### src/rmc_pkg.sv
// Package: offsets, field positions, reset values and states of the receive mode control word block
package rmc_pkg;
  // Byte offsets on the Wishbone register bus
  localparam logic [3:0] RMC_OFF_CTRL   = 4'h0;
  localparam logic [3:0] RMC_OFF_STATUS = 4'h4;
  localparam logic [3:0] RMC_OFF_MASK   = 4'h8;
  localparam logic [3:0] RMC_OFF_GLOBAL = 4'hC;
  // Control word field positions
  localparam int RMC_BIT_IDX_ZERO = 15;
  localparam int RMC_BIT_ACCESS   = 14;
  localparam int RMC_BIT_BCRX     = 13;
  localparam int RMC_BIT_BUSY     = 12;
  localparam int RMC_BIT_ACCESSED = 11;
  localparam int RMC_BIT_SEL_B    = 10;
  localparam int RMC_BIT_BC_SEEN  = 9;
  localparam int RMC_BIT_STOP_REQ = 3;
  // Global register field positions
  localparam int RMC_GBL_IDX_ZERO_EN = 0;
  localparam int RMC_GBL_ACCESS_EN = 1;
  localparam int RMC_GBL_BCRX_EN   = 2;
  localparam int RMC_GBL_BC_DIS    = 3;
  localparam int RMC_GBL_EXEC      = 4;
  localparam int RMC_GBL_SOFT_RST  = 5;
  // Status and mask bit positions
  localparam int RMC_ST_IDX_ZERO = 0;
  localparam int RMC_ST_ACCESS = 1;
  localparam int RMC_ST_BCRX   = 2;
  // Reset values
  localparam logic [15:0] RMC_CTRL_RST   = 16'h0000;
  localparam logic [2:0]  RMC_IRQ_RST    = 3'h0;
  localparam logic [4:0]  RMC_GLOBAL_RST = 5'h00;
  // Host-writable control word bits: 15..12 and 3
  localparam logic [15:0] RMC_HOST_WMASK = 16'hF008;
  // Terminal address used for broadcast, mode code subaddresses
  localparam logic [4:0] RMC_BC_ADDR    = 5'h1F;
  localparam logic [4:0] RMC_SA_MODE0   = 5'h00;
  localparam logic [4:0] RMC_SA_MODE31  = 5'h1F;
  localparam logic [4:0] RMC_MC_DATA_LO = 5'h10;

  typedef enum logic [1:0] {
    RMC_BUS_IDLE,
    RMC_BUS_ACK
  } rmc_bus_t;
endpackage

### src/rmc_cmd_decode.sv
// Command classifier: decides whether a finished command applies to this control word
`timescale 1ns/1ps
module rmc_cmd_decode
  import rmc_pkg::*;
(
  input  wire logic       tr_bit,
  input  wire logic [4:0] subaddr,
  input  wire logic [4:0] term_addr,
  input  wire logic [4:0] mode_code,
  input  wire logic       bc_disable,
  output logic            applies,
  output logic            is_broadcast_seen,
  output logic            has_data
);
  logic addr_bc;

  always_comb begin
    addr_bc  = (term_addr == RMC_BC_ADDR);
    // broadcast disabled makes address 31 invalid
    applies  = !tr_bit && (subaddr == RMC_SA_MODE0 || subaddr == RMC_SA_MODE31) && !(addr_bc && bc_disable);
    is_broadcast_seen = applies && addr_bc;
    has_data = mode_code >= RMC_MC_DATA_LO;
  end
endmodule

### src/rmc_ctrl_word.sv
// Receive mode command control word with status flags, ping-pong select and interrupts
`timescale 1ns/1ps
module rmc_ctrl_word
  import rmc_pkg::*;
(
  input  wire logic        core_clk,
  input  wire logic        rst,
  input  wire logic        master_reset_in,
  // Wishbone classic slave
  input  wire logic        wb_cyc_i,
  input  wire logic        wb_stb_i,
  input  wire logic        wb_we_i,
  input  wire logic [3:0]  wb_adr_i,
  input  wire logic [3:0]  wb_sel_i,
  input  wire logic [31:0] wb_dat_i,
  output logic [31:0]      wb_dat_o,
  output logic             wb_ack_o,
  // Command completion from the protocol engine
  input  wire logic        cmd_done,
  input  wire logic        cmd_error,
  input  wire logic        cmd_illegal,
  input  wire logic        cmd_tr_bit,
  input  wire logic [4:0]  cmd_subaddr,
  input  wire logic [4:0]  cmd_term_addr,
  input  wire logic [4:0]  cmd_mode_code,
  input  wire logic        ping_pong_mode,
  input  wire logic        index_reached_zero,
  input  wire logic        global_busy,
  // Answers to the protocol engine
  output logic             busy_response,
  output logic             store_data_word,
  output logic             use_pointer_b,
  output logic             message_irq_out
);

  // ----------------------------------------------------------------
  // State
  // ----------------------------------------------------------------
  typedef struct packed {
    rmc_bus_t    bus;
    logic [31:0] rdata;
    logic        ack;
    logic [15:0] ctrl;
    logic [2:0]  status;
    logic [2:0]  mask;
    logic [4:0]  gcfg;
    logic        busy;
    logic        store;
    logic        ptr_b;
    logic        irq;
    logic        mr_s1;
    logic        mr_s2;
  } rmc_state_t;

  rmc_state_t st;
  rmc_state_t next_st;

  // ----------------------------------------------------------------
  // Command decode
  // ----------------------------------------------------------------
  logic applies;
  logic is_broadcast_seen;
  logic has_data;

  rmc_cmd_decode u_dec (
    .tr_bit     (cmd_tr_bit),
    .subaddr    (cmd_subaddr),
    .term_addr  (cmd_term_addr),
    .mode_code  (cmd_mode_code),
    .bc_disable (st.gcfg[RMC_GBL_BC_DIS]),
    .applies    (applies),
    .is_broadcast_seen   (is_broadcast_seen),
    .has_data   (has_data)
  );

  // ----------------------------------------------------------------
  // Bus request decode
  // ----------------------------------------------------------------
  logic        req;
  logic        req_wr;
  logic        req_rd;
  logic        wr_ctrl;
  logic        rd_ctrl;
  logic        wr_status;
  logic        wr_mask;
  logic        wr_gcfg;
  logic        soft_rst;
  logic [15:0] wmask;

  always_comb begin
    // Only a request seen in idle is taken; the one still held in the ack cycle is not
    req       = wb_cyc_i && wb_stb_i && (st.bus == RMC_BUS_IDLE);
    req_wr    = req && wb_we_i;
    req_rd    = req && !wb_we_i;

    wr_ctrl   = req_wr && (wb_adr_i == RMC_OFF_CTRL);
    rd_ctrl   = req_rd && (wb_adr_i == RMC_OFF_CTRL);
    // Status, mask and global fields all sit in byte lane 0
    wr_status = req_wr && (wb_adr_i == RMC_OFF_STATUS) && wb_sel_i[0];
    wr_mask   = req_wr && (wb_adr_i == RMC_OFF_MASK) && wb_sel_i[0];
    wr_gcfg   = req_wr && (wb_adr_i == RMC_OFF_GLOBAL) && wb_sel_i[0];

    // Soft reset is a write-one strobe and is never stored
    soft_rst  = wr_gcfg && wb_dat_i[RMC_GBL_SOFT_RST];

    // only bits 15..12 and 3 are host writable
    wmask     = {(wb_sel_i[1] ? 8'hFF : 8'h00), (wb_sel_i[0] ? 8'hFF : 8'h00)} & RMC_HOST_WMASK;
  end

  // ----------------------------------------------------------------
  // Read data select
  // ----------------------------------------------------------------
  logic [31:0] rd_val;

  always_comb begin
    case (wb_adr_i)
      RMC_OFF_CTRL:   rd_val = {16'h0000, st.ctrl};
      RMC_OFF_STATUS: rd_val = {29'h0, st.status};
      RMC_OFF_MASK:   rd_val = {29'h0, st.mask};
      RMC_OFF_GLOBAL: rd_val = {27'h0, st.gcfg};
      default:        rd_val = 32'h0000_0000;
    endcase
  end

  // ----------------------------------------------------------------
  // Completion qualifiers
  // ----------------------------------------------------------------
  logic done_any;
  logic done_ok;
  logic busy_now;

  always_comb begin
    // per-code busy independent of global busy
    busy_now = st.ctrl[RMC_BIT_BUSY] || global_busy;
    // Illegal commands and a stopped terminal leave the word untouched
    done_any = cmd_done && applies && !cmd_illegal && st.gcfg[RMC_GBL_EXEC];
    // errors and Busy hold the select
    done_ok  = done_any && !cmd_error && !busy_now;
  end

  // ----------------------------------------------------------------
  // Interrupt events
  // ----------------------------------------------------------------
  logic [2:0] events;

  always_comb begin
    events[RMC_ST_ACCESS]   = done_any && st.ctrl[RMC_BIT_ACCESS] && st.gcfg[RMC_GBL_ACCESS_EN];
    // index zero event, indexed mode only
    events[RMC_ST_IDX_ZERO] = done_any && !ping_pong_mode && index_reached_zero
                              && st.ctrl[RMC_BIT_IDX_ZERO] && st.gcfg[RMC_GBL_IDX_ZERO_EN];
    events[RMC_ST_BCRX]     = done_any && is_broadcast_seen && st.ctrl[RMC_BIT_BCRX] && st.gcfg[RMC_GBL_BCRX_EN];
  end

  // ----------------------------------------------------------------
  // Next state
  // ----------------------------------------------------------------
  always_comb begin
    next_st = st;

    // ------------------------------
    // Master reset synchroniser
    // ------------------------------
    next_st.mr_s1 = master_reset_in;
    next_st.mr_s2 = st.mr_s1;

    // ------------------------------
    // Bus reply
    // ------------------------------
    // Registered ack costs one wait state but keeps the bus outputs glitch free
    case (st.bus)
      RMC_BUS_IDLE: begin
        next_st.ack = 1'b0;
        if (req) begin
          next_st.bus = RMC_BUS_ACK;
          next_st.ack = 1'b1;
        end
      end
      RMC_BUS_ACK: begin
        next_st.bus = RMC_BUS_IDLE;
        next_st.ack = 1'b0;
      end
      default: begin
        next_st.bus = RMC_BUS_IDLE;
        next_st.ack = 1'b0;
      end
    endcase
    if (req_rd) begin
      next_st.rdata = rd_val;
    end

    // ------------------------------
    // Host writes
    // ------------------------------
    // device-owned bits keep their value
    if (wr_ctrl) begin
      next_st.ctrl = (st.ctrl & ~wmask) | (wb_dat_i[15:0] & wmask);
    end
    if (wr_mask) begin
      next_st.mask = wb_dat_i[2:0];
    end
    if (wr_gcfg) begin
      next_st.gcfg = wb_dat_i[4:0];
    end

    // ------------------------------
    // Host clears of the flags
    // ------------------------------
    // read clears block accessed
    if (rd_ctrl) begin
      next_st.ctrl[RMC_BIT_ACCESSED] = 1'b0;
    end
    // soft reset touches only flags and select
    if (soft_rst) begin
      next_st.ctrl[RMC_BIT_ACCESSED] = 1'b0;
      next_st.ctrl[RMC_BIT_SEL_B]    = 1'b0;
      next_st.ctrl[RMC_BIT_BC_SEEN]  = 1'b0;
    end

    // ------------------------------
    // Device updates at completion
    // ------------------------------
    // Placed after the host clears so that a completion in the same cycle wins
    if (done_any) begin
      // completion sets flag, over a read clear
      next_st.ctrl[RMC_BIT_ACCESSED] = 1'b1;
      if (is_broadcast_seen) begin
        next_st.ctrl[RMC_BIT_BC_SEEN] = 1'b1;
      end
      if (done_ok && ping_pong_mode) begin
        next_st.ctrl[RMC_BIT_SEL_B] = ~st.ctrl[RMC_BIT_SEL_B];
      end
    end

    // ------------------------------
    // Pending interrupts
    // ------------------------------
    // pending bits sticky, set beats write-one clear
    if (wr_status) begin
      next_st.status = st.status & ~wb_dat_i[2:0];
    end
    next_st.status = next_st.status | events;
    // A new mask acts on the same edge as its write
    next_st.irq    = |(next_st.status & next_st.mask);

    // ------------------------------
    // Engine answers
    // ------------------------------
    // Answers follow the fields of the command in flight
    next_st.busy  = applies && busy_now;
    // no data word stored while Busy
    next_st.store = applies && has_data && !busy_now;
    // pointer select only in ping-pong mode
    next_st.ptr_b = ping_pong_mode && next_st.ctrl[RMC_BIT_SEL_B];

    // ------------------------------
    // Master reset
    // ------------------------------
    // Mask and global setup survive so the host need not reload them
    if (st.mr_s2) begin
      next_st.ctrl   = RMC_CTRL_RST;
      next_st.status = RMC_IRQ_RST;
      next_st.irq    = 1'b0;
      next_st.ptr_b  = 1'b0;
    end
  end

  // ----------------------------------------------------------------
  // State register
  // ----------------------------------------------------------------
  always_ff @(posedge core_clk or posedge rst) begin
    if (rst) begin
      st        <= '0;
      st.bus    <= RMC_BUS_IDLE;
      st.ctrl   <= RMC_CTRL_RST;
      st.status <= RMC_IRQ_RST;
      st.mask   <= RMC_IRQ_RST;
      st.gcfg   <= RMC_GLOBAL_RST;
    end else begin
      st <= next_st;
    end
  end

  // ----------------------------------------------------------------
  // Outputs
  // ----------------------------------------------------------------
  // Plain copies of state bits, so every output comes from a flip-flop
  always_comb begin
    wb_dat_o        = st.rdata;
    wb_ack_o        = st.ack;
    busy_response   = st.busy;
    store_data_word = st.store;
    use_pointer_b   = st.ptr_b;
    message_irq_out = st.irq;
  end
endmodule

### config.mk
export PLATFORM = sky130hd
export DESIGN_NAME = rmc_ctrl_word
export DESIGN_NICKNAME = d
export VERILOG_FILES = /design/src/rmc_pkg.sv /design/src/rmc_cmd_decode.sv /design/src/rmc_ctrl_word.sv
export SDC_FILE = /design/constraint.sdc
export NUM_CORES = 1
export LEC_CHECK = 0
export ABC_AREA = 1
export BUFFER_PORTS_ARGS = -buffer_cell sky130_fd_sc_hd__buf_2
export CORE_MARGIN = 3
export CORE_UTILIZATION = 40
export CTS_CLUSTER_SIZE = 14
export DETAILED_ROUTE_END_ITERATION = 6
export MAX_ROUTING_LAYER = met4
export PLACE_DENSITY_LB_ADDON = 0.25
export SYNTH_ARGS = -nofsm -noshare
export SYNTH_HDL_FRONTEND = slang
export SYNTH_SLANG_ARGS = --single-unit
export TNS_END_PERCENT = 50
### constraint.sdc
create_clock -name core_clk -period 1.6 [get_ports core_clk]
set_clock_uncertainty 0.15 [all_clocks]
set_input_delay 0.24 -clock core_clk [delete_from_list [all_inputs] [get_ports core_clk]]
set_output_delay 0.24 -clock core_clk [all_outputs]
set_load 0.02 [all_outputs]
Word-level counts from Yosys, hierarchy flattened

Cells that the tools add are included.

Magnitude comparators: 1
Equal/unequal tests: 6
Multiplexer cells: 17
Bitwise logic cells: 9
Reduce and logical (&&, ||, !) cells: 51

Operators by type and width:

| cell                                                            | number |
|---|---|
| 16-bit one-hot mux with 4 select lines                          | 1 |
| 1-bit logical AND                                               | 36 |
| 16-bit bitwise AND                                              | 2 |
| 19-bit two-way mux                                              | 1 |
| 16-bit two-way mux                                              | 1 |
| 16-bit NOT                                                      | 1 |
| 16-bit OR                                                       | 1 |
| 3-bit two-way mux                                               | 4 |
| 5-bit == test, second input constant                            | 2 |
| 4-bit == test, second input constant                            | 2 |
| 8-bit two-way mux                                               | 1 |
| 1-bit logical NOT                                               | 7 |
| 3-bit bitwise AND                                               | 2 |
| 2-bit two-way mux                                               | 3 |
| 5-bit >= comparator, second input constant                      | 1 |
| 5-bit logical NOT                                               | 1 |
| 1-bit two-way mux                                               | 5 |
| 5-bit nonzero test                                              | 1 |
| 4-bit by 3-bit == test with 1-bit output, second input constant | 1 |
| 4-bit logical NOT                                               | 1 |
| 4-bit two-way mux                                               | 1 |
| 3-bit NOT                                                       | 1 |
| 3-bit OR                                                        | 1 |
| 3-bit OR reduction                                              | 1 |
| other kinds (5)                                                 | 6 |

Bits in registers: 68
Bits of input ports: 68
Logic and storage cells: 99

Logic depth before layout (Yosys ltp)

Depth in word-level cells: 15
Gate-level depth with buffers: 11

Modules after synthesis

A second synthesis with hierarchy kept.

Cells, all modules: 267
Area, all modules: 2129.5 um2

Modules (own cells, without submodules):

| module         | instances | cells each | area an instance (um2) | seq. area each (um2) |
|---|---|---|---|---|
| rmc_ctrl_word  | 1         | 245        | 2030.7                 | 1001.0 |
| rmc_cmd_decode | 1         | 22         | 98.8                   | 0.0 |

Worst setup path before layout

OpenSTA, ideal clock, no wires.

Path kind: register -> register
From: register st[66] in the netlist's numbering
To: register st (netlist bit use_pointer_b)
Library setup time: 132 ps
Data arrival time: 1214 ps
Path slack: 104 ps
Cell stages (with the launch flop): 11
Buffers on the path: 0
Cell sequence: dfrtp_1 -> inv_1 -> nand3_2 -> nor2_4 -> nand2_1 -> nor2_2 -> nand2_1 -> nand2_1 -> nand2_1 -> o21ai_1 -> nor3_1

RTL lines:

| what                     | line                 | RTL |
|---|---|---|
| start: declaration       | rmc_ctrl_word.sv:55  | `rmc_state_t st;` |
| start signal: assignment | rmc_ctrl_word.sv:279 | `st <= next_st;` |

Final worst setup path

From: register st[66] in the netlist's numbering
To: register st[28] in the netlist's numbering

Cells in the longest elaborated chain, start to end: 9
Elaborated cells on any way between the ends: 14
Classes of those cells: 4 x mux; 10 x reduce/logical

RTL lines:

| what                            | line                 | RTL |
|---|---|---|
| 2-bit logical NOT *             | rmc_ctrl_word.sv:92  | `req = wb_cyc_i && wb_stb_i && (st.bus == RMC_BUS_IDLE);` |
| 1-bit logical AND *             | rmc_ctrl_word.sv:92  |  |
| 1-bit logical AND               | rmc_ctrl_word.sv:93  | `req_wr = req && wb_we_i;` |
| 1-bit logical AND (2 in series) | rmc_ctrl_word.sv:101 | `wr_gcfg = req_wr && (wb_adr_i == RMC_OFF_GLOBAL) && wb_sel_i[0];` |
| 1-bit logical AND               | rmc_ctrl_word.sv:104 | `soft_rst = wr_gcfg && wb_dat_i[RMC_GBL_SOFT_RST];` |
| 3-bit two-way mux               | rmc_ctrl_word.sv:213 | `if (soft_rst) begin` |
| 3-bit two-way mux               | rmc_ctrl_word.sv:223 | `if (done_any) begin` |
| 19-bit two-way mux              | rmc_ctrl_word.sv:259 | `if (st.mr_s2) begin` |

Mark *: on every way between the ends. The rest lies on a longest branch, timed or not.
A chain may end at the register's enable or synchronous reset.

==> results.sh <==
export IMPL_rsz0062_at_grt="yes"
export IMPL_critPathArrivalTime_ps=1590
export IMPL_area_growth_pct=22.1
export IMPL_diodes=0
export IMPL_grt_max_degree=41
export IMPL_final_cell_mix="68 x nand2_1, 60 x buf_2, 40 x dfrtp_1"
export IMPL_clkLatencyLatePin_ps=290
export IMPL_cts_tree="done"
export IMPL_crit_slowest_cell="dfrtp_1"
export IMPL_worstHoldPathType="in -> reg"
export IMPL_postLayoutCoreUtil_pct=52.1
export IMPL_drv_cap=0
export IMPL_endpoint_kind="flop"
export IMPL_first_pass_iters=4
export IMPL_wire_per_inst_um=11.4
export IMPL_root_buffer="clkbuf_8"
export IMPL_die_area_mm2=0.00607
export IMPL_period_share_pct=98.8
export IMPL_grt_pass1_wl_mm=7.18
export IMPL_clock_path_buffers=2
export IMPL_viasPerCell=4.42
export IMPL_start_util_pct=42.7
export IMPL_path_clk_slew_ps=70
export IMPL_ys_types=25
export IMPL_core_area_mm2=0.00485
export IMPL_crit_path_frequent_cell="nand2_1"
export IMPL_status="finished clean"
export IMPL_rows=25
export IMPL_final_hold_viol_count=0
export IMPL_synth_cells=254
export IMPL_clkSinkCount=40
export IMPL_min_path_cells=3
export IMPL_min_to="store_data_word$_DFF_PP0_"
export IMPL_port_buffers=60
export IMPL_syn_area_mm2=0.00207
export IMPL_post_place_cells=373
export IMPL_io_pins=105
export IMPL_crit_type="reg -> reg"
export IMPL_vdd_ir_drop_max_uv=342
export IMPL_numCtsBuffers=5
export IMPL_die_width_um=77.9
export IMPL_grt_ovfl_total=0
export IMPL_finalSetupViolations=0
export IMPL_place_congestion=0.818
export IMPL_startpoint_type="flop"
export IMPL_die_h_um=77.9
export IMPL_routed_wl_mm=4.39
export IMPL_path_max_fanout=5
export IMPL_grt_pass1_vias=1623
export IMPL_worstHoldStart="cmd_mode_code[4]"
export IMPL_seq_area_frac_synth_pct=48.4
export IMPL_yosys_warnings=0
export IMPL_setup_tns_ps=0
export IMPL_drt_iter0_markers=114
export IMPL_cp_required_ps=1610
export IMPL_cp_top_family="simple AND/OR/NAND/NOR gates"
export IMPL_rrSetupSlack_ps=20
export IMPL_yosys_register_bits=40
export IMPL_grt_usage_pct=15.4
export IMPL_route_detailed_drc=0
export IMPL_r2r_end="st[28]$_DFFE_PP0P_"
export IMPL_antenna_found_initial=0
export IMPL_crit_buf_inv=2
export IMPL_rr_worst_depth=9
export IMPL_h_tree_depth=2
export IMPL_dp_hpwl_mm=3.40
export IMPL_postSynthAreaPerCell_um2=8.14
export IMPL_num_vias=1703
export IMPL_min_period_ps=1580
export IMPL_path_cells="inv_2 > nand3_4 > nor2_4 > nand2_1 > nor2_2 > nand2_1 > buf_4 > nand3_1 > a21oi_1"
export IMPL_powerDensity_mw_per_mm2=786
export IMPL_fmax_mhz=632
export IMPL_r2r_start="st[66]$_DFFE_PP0P_"
export IMPL_drive_gt1_share_pct=33.6
export IMPL_p_leak_nw=1.38
export IMPL_final_common_cell="nand2_1"
export IMPL_nets=385
export IMPL_stdcell_count=385
export IMPL_max_stage_delay_ps=380
export IMPL_antenna_left=0
export IMPL_slew_viol_final=0
==> registers in the layout, summed over array words and instances, names as in the netlist <==
register / cells
wb_ack_o: 1
st: 21
busy_response: 1
message_irq_out: 1
store_data_word: 1
use_pointer_b: 1
next_st: 1
wb_dat_o: 13
==> worst max path at each step <==
stage | from | to | slack (ps) | cells after the start
floorplan | st[66]$_DFFE_PP0P_ | use_pointer_b$_DFF_PP0_ | 100 | 10
global placement | cmd_subaddr[2] | use_pointer_b$_DFF_PP0_ | 40 | 10
detailed placement | cmd_subaddr[0] | message_irq_out$_DFF_PP0_ | 30 | 12
CTS | st[66]$_DFFE_PP0P_ | message_irq_out$_DFF_PP0_ | 30 | 10
global route | st[66]$_DFFE_PP0P_ | st[27]$_DFF_PP0_ | -70 | 10
finish | st[66]$_DFFE_PP0P_ | st[28]$_DFFE_PP0P_ | 20 | 9
==> synth_stat cells (all sizes together) <==
| cell | n | share of area (%) |
|---|---|---|
| clkinv | 3 | 0.54 |
| nor3b | 1 | 0.60 |
| a21oi | 11 | 2.7 |
| inv | 27 | 4.9 |
| nor4 | 1 | 0.30 |
| a22o | 1 | 0.42 |
| clkbuf | 2 | 0.36 |
| dfrtp | 40 | 48 |
| nor2 | 20 | 4.6 |
| o21ai | 18 | 4.4 |
| conb | 1 | 0.18 |
| nand3 | 17 | 4.6 |
| nand4 | 1 | 0.30 |
| nor3 | 4 | 1.8 |
| o31ai | 1 | 0.36 |
| buf | 33 | 12 |
| nand2 | 68 | 12 |
| o22ai | 5 | 1.5 |
==> layout make-up <==
cell class / instances / area [um^2]
Clock buffer: 6 / 82.6
Clock inverter: 2 / 10.0
Fill cell: 489 / 2320
Inverter: 30 / 113
Multi-Input combinational cell: 164 / 798
Sequential cell: 40 / 1000
Tap cell: 67 / 83.8
Timing Repair Buffer: 76 / 438
==> cells by family after synthesis <==
kind of cell | after synthesis | share of synthesized area (%)
flops | 40 | 48.4
simple gates | 112 | 24.5
compound gates | 36 | 9.32
buf+inv | 65 | 17.6
other cells | 1 | 0.181
==> what timing repair did <==
item                       CTS  global route
hold endpoints to repair    41             0
hold buffers                 2             0
setup endpoints to repair    0             5
buffers inserted             0             2
resized for setup            0             9
==> metrics by stage <==
stage	setup WS, ps	power [mW]	cell area (um^2)	hold slack, ps
2_1_floorplan	104	1.24	2120	121
3_3_place_gp	36.4	1.30	2360	155
3_5_place_dp	35.0	1.31	2360	164
4_1_cts	27.1	1.99	2470	18.3
5_1_grt	-69.9	2.08	2530	40.5
6_report	18.8	1.98	2530	24.0
==> worst register-to-register path, cell delays in order (launching register included) <==
cell and delay, ps:
dfrtp_1 380, inv_2 60, nand3_4 90, nor2_4 180, nand2_1 100, nor2_2 150
nand2_1 90, buf_4 140, nand3_1 60, a21oi_1 60
==> report_power, final <==
group	internal (mW)	switching, mW	leakage, nW
Combinational	0.0881	0.155	0.781
Sequential	1.04	0.0185	0.545
Clock	0.344	0.342	0.0510
==> layer usage <==
metal,share of wire (%),vias up,global-route usage [%]
met5,0,-,-
met4,0.57,0,4.20
met3,5.4,2,3.36
met2,48,50,24.3
met1,46,766,20.2
li1,-,885,-
No activity file was read; power rests on OpenSTA's default activity.
